$ cat src/include/see_pkg.sv
// Shared constants and types for the two-wire serial EEPROM slave
package see_pkg;
  localparam int       CLK_PERIOD_NS = 5;
  localparam int       WRITE_TIME_US = 5000;
  localparam int       WRITE_CYCLES  = WRITE_TIME_US * 1000 / CLK_PERIOD_NS;
  localparam int       MEM_DEPTH     = 512;
  localparam int       PAGE_BYTES    = 16;
  localparam int       BUSY_W        = 20;
  localparam logic [3:0] BIT_LAST    = 4'h8;
  localparam logic [3:0] BIT_ZERO    = 4'h0;
  localparam logic [3:0] BIT_ONE     = 4'h1;
  // Device type field; this value is arbitrary
  localparam logic [3:0] DEV_TYPE    = 4'h6;
  localparam logic [8:0] ADDR_RST    = 9'h000;
  localparam logic [7:0] BYTE_RST    = 8'h00;
  localparam logic [15:0] PVALID_RST = 16'h0000;

  typedef struct packed {
    logic scl;
    logic sda;
    logic strap_hi;
    logic strap_lo;
  } see_pins_t;

  localparam see_pins_t PINS_RST = '{scl: 1'b1, sda: 1'b1, strap_hi: 1'b0, strap_lo: 1'b0};

  typedef enum logic [2:0] {
    ST_IDLE = 3'b000,
    ST_RX   = 3'b001,
    ST_ACK  = 3'b010,
    ST_TX   = 3'b011,
    ST_RACK = 3'b100
  } see_state_t;

  typedef enum logic [1:0] {
    K_DEV  = 2'b00,
    K_WORD = 2'b01,
    K_DATA = 2'b10
  } see_kind_t;
endpackage

$ cat src/logic/see_eeprom_slave.sv
// Two-wire serial EEPROM slave: bus front end, page buffer, array and write timer
// How it works
// - A start is SDA falling while SCL high; nothing is answered before one.
// - A stop is SDA rising while SCL high; it returns the device to idle.
// - SDA may only change while SCL is low, except start and stop.
// - Transmitter releases SDA after eight bits; receiver pulls it low on the ninth.
// - Acknowledge only after a start and a matching slave address.
// - When selected for write, acknowledge every further received byte.
// - In a read, sample the master acknowledge and send the next byte.
// - Without acknowledge after a read byte, stop sending; master then sends a stop.
// - Slave address top four bits are device type, next two match the straps.
// - Seventh address bit is the memory address top bit, giving 512 bytes.
// - Last address bit picks direction: one reads, zero writes.
// - Byte write is address, word address, one data byte; stop starts the write.
// - During the internal write cycle the bus inputs are ignored.
// - Page write takes up to sixteen data bytes before the stop.
// - Each page byte increments only the low four address bits.
// - More than sixteen bytes wrap within the page and overwrite earlier ones.
// - While busy the address is not acknowledged, allowing acknowledge polling.
// - Address counter holds last accessed location plus one for reads, plus one within the page for writes.
// - A matching read address is acknowledged, then the byte at the counter follows.
// - Random read is a dummy write of the word address, then a repeated start.
// - Sequential reads increment all address bits and wrap from the last to zero.
`timescale 1ns/1ps
module see_eeprom_slave
  import see_pkg::*;
#(
  parameter int unsigned WRITE_CYCLES_P = WRITE_CYCLES
) (
  input  wire logic core_clk,
  input  wire logic arst_n,
  input  wire logic scl_in,
  input  wire logic sda_in,
  input  wire logic select_strap_low,
  input  wire logic select_strap_high,
  output logic      sda_out,
  output logic      sda_oe,
  output logic      write_busy
);

  logic [1:0]        rst_q;
  logic              rst_n;
  see_pins_t         pin_m;
  see_pins_t         pin_s;
  see_pins_t         pin_q;
  see_state_t        st;
  see_kind_t         kind;
  logic [3:0]        bitcnt;
  logic [7:0]        shreg;
  logic [8:0]        addr;
  logic              rw;
  logic              acked;
  logic [15:0]       pvalid;
  logic [BUSY_W-1:0] busy_cnt;
  logic [7:0]        mem [MEM_DEPTH];
  logic [7:0]        pbuf [PAGE_BYTES];
  logic              start_det;
  logic              stop_det;
  logic              bus_start;
  logic              bus_stop;
  logic              scl_rise;
  logic              scl_fall;
  logic              byte_done;
  logic              dev_match;
  logic [7:0]        rd_byte;

  always_ff @(posedge core_clk or negedge arst_n) begin
    if (!arst_n) begin
      rst_q <= 2'b00;
    end else begin
      rst_q <= {rst_q[0], 1'b1};
    end
  end
  assign rst_n = rst_q[1];

  // Two stages on every pin, then one more stage for edge finding
  always_ff @(posedge core_clk or negedge rst_n) begin
    if (!rst_n) begin
      pin_m <= PINS_RST;
      pin_s <= PINS_RST;
      pin_q <= PINS_RST;
    end else begin
      pin_m <= '{scl: scl_in, sda: sda_in, strap_hi: select_strap_high, strap_lo: select_strap_low};
      pin_s <= pin_m;
      pin_q <= pin_s;
    end
  end

  assign start_det = pin_s.scl & pin_q.scl & pin_q.sda & ~pin_s.sda;
  assign stop_det  = pin_s.scl & pin_q.scl & ~pin_q.sda & pin_s.sda;
  assign bus_start = start_det & ~write_busy;
  assign bus_stop  = stop_det & ~write_busy;
  assign scl_rise  = pin_s.scl & ~pin_q.scl;
  assign scl_fall  = ~pin_s.scl & pin_q.scl;
  assign byte_done = (st == ST_RX) && scl_fall && (bitcnt == BIT_LAST);
  assign dev_match = (shreg[7:4] == DEV_TYPE) && (shreg[3] == pin_s.strap_hi) && (shreg[2] == pin_s.strap_lo);
  assign rd_byte   = mem[addr];

  // Protocol engine; SDA is moved on SCL falling edges, and released at a start or stop
  always_ff @(posedge core_clk or negedge rst_n) begin
    if (!rst_n) begin
      st     <= ST_IDLE;
      kind   <= K_DEV;
      bitcnt <= BIT_ZERO;
      shreg  <= BYTE_RST;
      addr   <= ADDR_RST;
      rw     <= 1'b0;
      acked  <= 1'b0;
      sda_oe <= 1'b0;
    end else if (bus_stop) begin
      st     <= ST_IDLE;
      sda_oe <= 1'b0;
    end else if (bus_start) begin
      // start (or repeated start) opens address reception
      st     <= ST_RX;
      kind   <= K_DEV;
      bitcnt <= BIT_ZERO;
      sda_oe <= 1'b0;
    end else begin
      case (st)
        ST_IDLE: begin
        end
        ST_RX: begin
          if (scl_rise) begin
            shreg  <= {shreg[6:0], pin_s.sda};
            bitcnt <= bitcnt + BIT_ONE;
          end else if (byte_done) begin
            bitcnt <= BIT_ZERO;
            case (kind)
              K_DEV: begin
                if (dev_match) begin
                  // address top bit from slave address
                  addr[8] <= shreg[1];
                  rw      <= shreg[0];
                  st      <= ST_ACK;
                  sda_oe  <= 1'b1;
                end else begin
                  st <= ST_IDLE;
                end
              end
              K_WORD: begin
                // word address of a write or dummy write
                addr[7:0] <= shreg;
                st        <= ST_ACK;
                sda_oe    <= 1'b1;
              end
              K_DATA: begin
                // low nibble steps, top five bits stay
                addr[3:0] <= addr[3:0] + BIT_ONE;
                st        <= ST_ACK;
                sda_oe    <= 1'b1;
              end
              default: begin
                st <= ST_IDLE;
              end
            endcase
          end
        end
        ST_ACK: begin
          // hold low through the ninth clock; on its fall release, or drive the first read bit
          if (scl_fall) begin
            if (kind == K_DEV && rw) begin
              // first byte comes from the counter
              sda_oe <= ~rd_byte[7];
              shreg  <= {rd_byte[6:0], 1'b0};
              bitcnt <= BIT_ONE;
              addr   <= addr + 9'h001;
              st     <= ST_TX;
            end else begin
              sda_oe <= 1'b0;
              bitcnt <= BIT_ZERO;
              kind   <= (kind == K_DEV) ? K_WORD : K_DATA;
              st     <= ST_RX;
            end
          end
        end
        ST_TX: begin
          if (scl_fall) begin
            if (bitcnt == BIT_LAST) begin
              // release SDA for the master acknowledge
              sda_oe <= 1'b0;
              st     <= ST_RACK;
            end else begin
              sda_oe <= ~shreg[7];
              shreg  <= {shreg[6:0], 1'b0};
              bitcnt <= bitcnt + BIT_ONE;
            end
          end
        end
        ST_RACK: begin
          if (scl_rise) begin
            acked <= ~pin_s.sda;
          end else if (scl_fall) begin
            if (acked) begin
              // full nine-bit increment, wraps to zero
              sda_oe <= ~rd_byte[7];
              shreg  <= {rd_byte[6:0], 1'b0};
              bitcnt <= BIT_ONE;
              addr   <= addr + 9'h001;
              st     <= ST_TX;
            end else begin
              st <= ST_IDLE;
            end
          end
        end
        default: begin
          st     <= ST_IDLE;
          sda_oe <= 1'b0;
        end
      endcase
    end
  end

  // Open drain: the data level is always low, only the enable moves
  always_ff @(posedge core_clk or negedge rst_n) begin
    if (!rst_n) begin
      sda_out <= 1'b0;
    end else begin
      sda_out <= 1'b0;
    end
  end

  // Pending page bytes; a start discards an uncommitted page so only a stop writes
  always_ff @(posedge core_clk or negedge rst_n) begin
    if (!rst_n) begin
      pvalid <= PVALID_RST;
    end else if (bus_stop || bus_start) begin
      pvalid <= PVALID_RST;
    end else if (byte_done && kind == K_DATA) begin
      // a wrapped index simply overwrites its slot
      pvalid[addr[3:0]] <= 1'b1;
    end
  end

  // Array and page buffer hold no reset; the array is nonvolatile by intent
  always_ff @(posedge core_clk) begin
    if (byte_done && kind == K_DATA) begin
      // up to sixteen bytes buffered per page
      pbuf[addr[3:0]] <= shreg;
    end
    if (bus_stop) begin
      for (int i = 0; i < PAGE_BYTES; i++) begin
        if (pvalid[i]) begin
          mem[{addr[8:4], 4'(i)}] <= pbuf[i];
        end
      end
    end
  end

  always_ff @(posedge core_clk or negedge rst_n) begin
    if (!rst_n) begin
      write_busy <= 1'b0;
      busy_cnt   <= '0;
    end else if (bus_stop && (|pvalid)) begin
      write_busy <= 1'b1;
      busy_cnt   <= BUSY_W'(WRITE_CYCLES_P - 1);
    end else if (write_busy) begin
      if (busy_cnt == '0) begin
        write_busy <= 1'b0;
      end else begin
        busy_cnt <= busy_cnt - 1'b1;
      end
    end
  end
endmodule

$ cat config.mk
export PLATFORM = sky130hd
export DESIGN_NAME = see_eeprom_slave
export DESIGN_NICKNAME = d
export VERILOG_FILES = /design/src/include/see_pkg.sv /design/src/logic/see_eeprom_slave.sv
export SDC_FILE = /design/constraint.sdc
export NUM_CORES = 2
export LEC_CHECK = 0
export ABC_CLOCK_PERIOD_IN_PS = 2550
export BUFFER_PORTS_ARGS = -buffer_cell sky130_fd_sc_hd__buf_2
export CAP_MARGIN = 20
export CORE_UTILIZATION = 57
export CTS_BUF_LIST = sky130_fd_sc_hd__clkbuf_16
export CTS_CLUSTER_DIAMETER = 30
export DETAILED_ROUTE_END_ITERATION = 10
export PLACE_DENSITY = 0.87
export SLEW_MARGIN = 40
export SYNTH_ARGS = -nofsm -noshare
export SYNTH_HDL_FRONTEND = slang
export SYNTH_MEMORY_MAX_BITS = 65536
export SYNTH_SLANG_ARGS = --single-unit
$ cat constraint.sdc
create_clock -name core_clk -period 2.55 [get_ports core_clk]
set_clock_uncertainty 0.15 [all_clocks]
set_input_delay 0.51 -clock core_clk [delete_from_list [all_inputs] [get_ports core_clk]]
set_output_delay 0.51 -clock core_clk [all_outputs]
set_load 0.02 [all_outputs]
==> metrics.cfg, run 1 <==
[yosys]
synth_xor_xnor_area_share_pct=0.0948
synth-compound-area-share_pct=2.68
syn_area_per_cell_um2=20.9
yosys.area_share.simple_pct=3.04
synth_top_cell_area_share_pct=76.3
synth-edff-count=4224
yosysMostFrequentCell=edfxtp_1
synth_mux_area_share_pct=15.1
synth-seq-cells=4302
ys_seq_area_share_pct=77.5
yosysUniqueCellTypes=83
synth_nets=7968
synthTopCellsByCount=edfxtp_1, mux4_2, nor2_1, mux2i_1, nand2_1
synthAdderAreaFrac_pct=0.0828
postSynth.asyncResetShare_pct=1.81
synth_warnings=0
synth.cell_area_um2=166000
ys.flop_type=edfxtp_1
yosys.area.top_type=edfxtp_1
synthCells=7951
synth_top_family_by_area=multiplexers
synth_area_leaders=edfxtp_1, mux4_2, mux2i_1

[sta]
crit_endpoint=shreg[3]$_DFFE_PN0P_/D
worst_path_end_type=register data pin

[die]
row_count=197
start_util_pct=57.5
io_pins=9
dieHeight_um=542
die_x_um=542

[run_status]
lastStage=global routing (5_1_grt)
error=[ERROR GRT-0232] Routing congestion too high. Check the congestion heatmap in the GUI.
status=aborted with a tool error

[clock_network]
cts.sinks=4302
cts_buffer_depth=4
numCtsBuffers=626
htree_levels=6
cts_root_buffer=clkbuf_16

[grt]
antenna_found_initial=255
grt_start_max_net_pins=39
groute.usage.overall_pct=73.4
grt_overflow=99

[place]
numPortBuffers=7
dp.cells=13537
gp_congestion=1.13
dpl_cell_area_um2=190000
hpwl_um=470000

[layer usage]
layer,overflow,GRT usage [%]
met1,1,69.7
met2,49,84.3
met4,44,70.6
met5,0,55.5
met3,5,68.2
[what timing repair did]
action,CTS
pin swaps,79
gates cloned,33
setup buffers,140
endpoints found under the hold margin,6
hold buffers,8
setup endpoints to repair,3810
resized for setup,465
[logic make-up after synthesis]
| logic type | Yosys count |
|---|---|
| muxes | 1283 |
| AOI/OAI and AO/OA | 660 |
| DFF | 4302 |
| other | 2 |
| and+or+nand+nor | 1167 |
| xor gates and xnor gates | 18 |
| adders and majority gates | 11 |
| buffers and inverters | 508 |
[per-stage QoR]
step                      worst slack (ns)  hold slack [ns]
after floorplan                     -0.239           0.0644
after global placement               -2.22            0.130
after detailed placement             -1.85            0.131
after CTS                           -0.997          0.00989
==> run 2, diff against run 1 <==
--- a/config.mk
+++ b/config.mk
@@ -5,14 +5,12 @@
 export SDC_FILE = /design/constraint.sdc
 export NUM_CORES = 2
 export LEC_CHECK = 0
-export ABC_CLOCK_PERIOD_IN_PS = 2550
+export ABC_CLOCK_PERIOD_IN_PS = 3300
 export BUFFER_PORTS_ARGS = -buffer_cell sky130_fd_sc_hd__buf_2
 export CAP_MARGIN = 20
-export CORE_UTILIZATION = 57
-export CTS_BUF_LIST = sky130_fd_sc_hd__clkbuf_16
-export CTS_CLUSTER_DIAMETER = 30
+export CORE_UTILIZATION = 40
 export DETAILED_ROUTE_END_ITERATION = 10
-export PLACE_DENSITY = 0.87
+export PLACE_DENSITY_LB_ADDON = 0.15
 export SLEW_MARGIN = 40
 export SYNTH_ARGS = -nofsm -noshare
 export SYNTH_HDL_FRONTEND = slang
==> constraint.sdc (replaced) <==
create_clock -name core_clk -period 3.3 [get_ports core_clk]
set_clock_uncertainty 0.15 [all_clocks]
set_input_delay 0.66 -clock core_clk [delete_from_list [all_inputs] [get_ports core_clk]]
set_output_delay 0.66 -clock core_clk [all_outputs]
set_load 0.02 [all_outputs]
==> run 2 against run 1 <==
  * The flow now finishes, with violations (negative setup slack)
  * Synthesized area did not move
  * Synthesized cell count did not move
==> metrics.cfg, run 2 <==
[run_status]
status=complete, but fails checks
violations=negative setup slack

[worst_setup_path]
r2r-start=addr[1]
arrival_ns=4.57
crit_start=addr[1]
crit_path_end_kind=register
criticalPathCategory=register to register
cp_max_fo=8
start_kind=register
worst-r2r-setup-slack_ns=-0.46
timing.rr.end=sda_oe
required_ns=4.11
r2r_cells=12

[routing]
first_pass_iters=6
finalWirelength_um=763000
first_iter_violations=24447
vias=104477
vias_per_cell=6.58
drt.antenna.violating_nets=0
wl_per_cell_um=48.0
drc=0

[final_layout]
fin_cells=15889
layout-drive-gt1-share_pct=37.5
nets=9964
areaGrowthSynthToFinish_pct=24.1
largest_reg_flops=4096
fill_cells=33421
ff_latch_area_um2=129000
multiInputGateArea_um2=36100
layout_commonest_cell=edfxtp_1
layout_common_cells=edfxtp_1, buf_4, mux4_2

[clock_network]
cts_root_buffer=clkbuf_16
numCtsBuffers=445
cts.sinks=4302
cts.reportedPaths.clkPinSlew_ns=0.07
insertion_delay_ns=1.04
htree_levels=5
cts_buffer_depth=4
cts_tree=done

[min_path]
hp-start=scl_in
whs_path_depth=2
holdCritPathClass=primary input to register
whs_endpoint=pin_m[3]

[yosys]
yosysUniqueCellTypes=83
yosys.area.top_type=edfxtp_1
synth-seq-cells=4302
syn_area_per_cell_um2=20.9
synthCells=7951
synth_top_cell_area_share_pct=76.3
synth_area_leaders=edfxtp_1, mux4_2, mux2i_1
ys_seq_area_share_pct=77.5
synth.cell_area_um2=166000
synth-edff-count=4224
synth_warnings=0
postSynth.asyncResetShare_pct=1.81
yosysMostFrequentCell=edfxtp_1
ys.flop_type=edfxtp_1
synthTopCellsByCount=edfxtp_1, mux4_2, nor2_1, mux2i_1, nand2_1
synth_nets=7968

[sta]
hold_slack_ns=0.128
tns_ns=-2.85
worstMarginPinSlew_ns=1.05
fin_crit_sh_pct=114
layout_setup_ws_ns=-0.460
rsz0062_at_grt=true
setup_viol=8
drv_slew=0
maxSlewHeadroom_pct=29.8
max_freq_mhz=266
hold_violations=0
period_minus_slack_ns=3.76

[die]
dieHeight_um=647
die_x_um=647
dieArea_um2=418000
io_pins=9
fp.coreArea_um2=413000
row_count=236
start_util_pct=40.2

[grt]
grt_overflow=0
antenna_found_initial=159
grt_start_max_net_pins=64
grt_pass1_wl_um=982000
first_global_vias=98505
groute.usage.overall_pct=36.1

[place]
hpwl_um=487000
pre_cts_slack_ns=-0.980
dp.cells=14814
gp_congestion=0.993
numPortBuffers=7

[flow_run]
cap_violations=0

[power_and_ir_drop]
p_leak_nw=68.1
power_density_nw_per_um2=535
ir_drop_mv=0.489

run 2: cell counts after synthesis:
No cell type changed its count.
run 2: how the worst max path moves through the flow:
| stage | endpoint | slack (ns) | cells after the start |
|---|---|---|---|
| finish | sda_oe | -0.46 | 12 |
| global placement | shreg[4] | -1.35 | 13 |
| global route | sda_oe | -0.47 | 12 |
| floorplan | shreg[1] | 0.30 | 10 |
| detailed placement | shreg[4] | -0.98 | 12 |
| CTS | sda_oe | -0.32 | 9 |
run 2: report_power, final:
group	switching, mW	total, mW	internal [mW]
sequential	0.102	59.4	59.3
clock	22.3	50.5	28.2
combinational	0.487	0.636	0.149
run 2: cell families (layout without fill, tap and decap cells):
kind of cell | count (synthesis) | in the layout | share of synthesized area (%)
other | 2 | 95 | 0.00452
AND/OR/NAND/NOR | 1167 | 1167 | 3.04
buffers and inverters | 508 | 2879 | 1.50
multiplexers | 1283 | 1283 | 15.1
adder cells (fa/ha/maj) | 11 | 11 | 0.0828
AO/OA/AOI/OAI | 660 | 660 | 2.68
flip-flops | 4302 | 4302 | 77.5
XOR/XNOR | 18 | 18 | 0.0948
run 2: critical path, stage by stage, from the launching register on:
cell and delay (ns):
dfrtp_4 0.50, buf_12 0.17, buf_8 0.13, buf_12 0.14, buf_8 0.13, mux4_2 0.42
mux2i_1 0.18, o22ai_1 0.14, buf_4 0.19, a21oi_2 0.15, nor4bb_4 0.70, nand4_1 0.33
o32ai_2 0.32
run 2: area by class of cell:
class / count / area share [%]
diodes: 93 / 0.113
multi-input cells: 3141 / 17.5
well taps: 5474 / 3.32
clock inverters: 271 / 1.28
flip-flops and latches: 4302 / 62.4
clock buffers: 551 / 5.69
inverters: 16 / 0.0364
repair buffers: 2041 / 9.63
run 2: metal layers:
layer	global-route usage (%)	wire length (um)	vias up	part of all wire (%)
met3	11.3	116000	1842	15
li1	-	-	37153	-
met5	0	260	-	0.034
met4	21.5	57600	28	7.5
met1	49.2	269000	55018	35
met2	51.0	321000	10436	42
run 2: through the flow:
stage / instance area [um^2] / total power [mW] / utilization, %
after floorplan: 166000 / 60.7 / -
after global placement: 188000 / 61.1 / 45.4
final: 206000 / 110 / 49.9
after CTS: 205000 / 111 / 49.6
after global routing: 206000 / 112 / 49.9
after detailed placement: 188000 / 61.1 / 45.5
run 2: timing repair:
item,4_1_cts,5_1_grt
endpoints found under the hold margin,6,0
setup buffers,80,53
resized for setup,253,94
pin swaps,36,44
gates cloned,18,7
hold buffers,6,0
endpoints found under the setup margin,8,9
No activity file was read; power rests on OpenSTA's default activity.
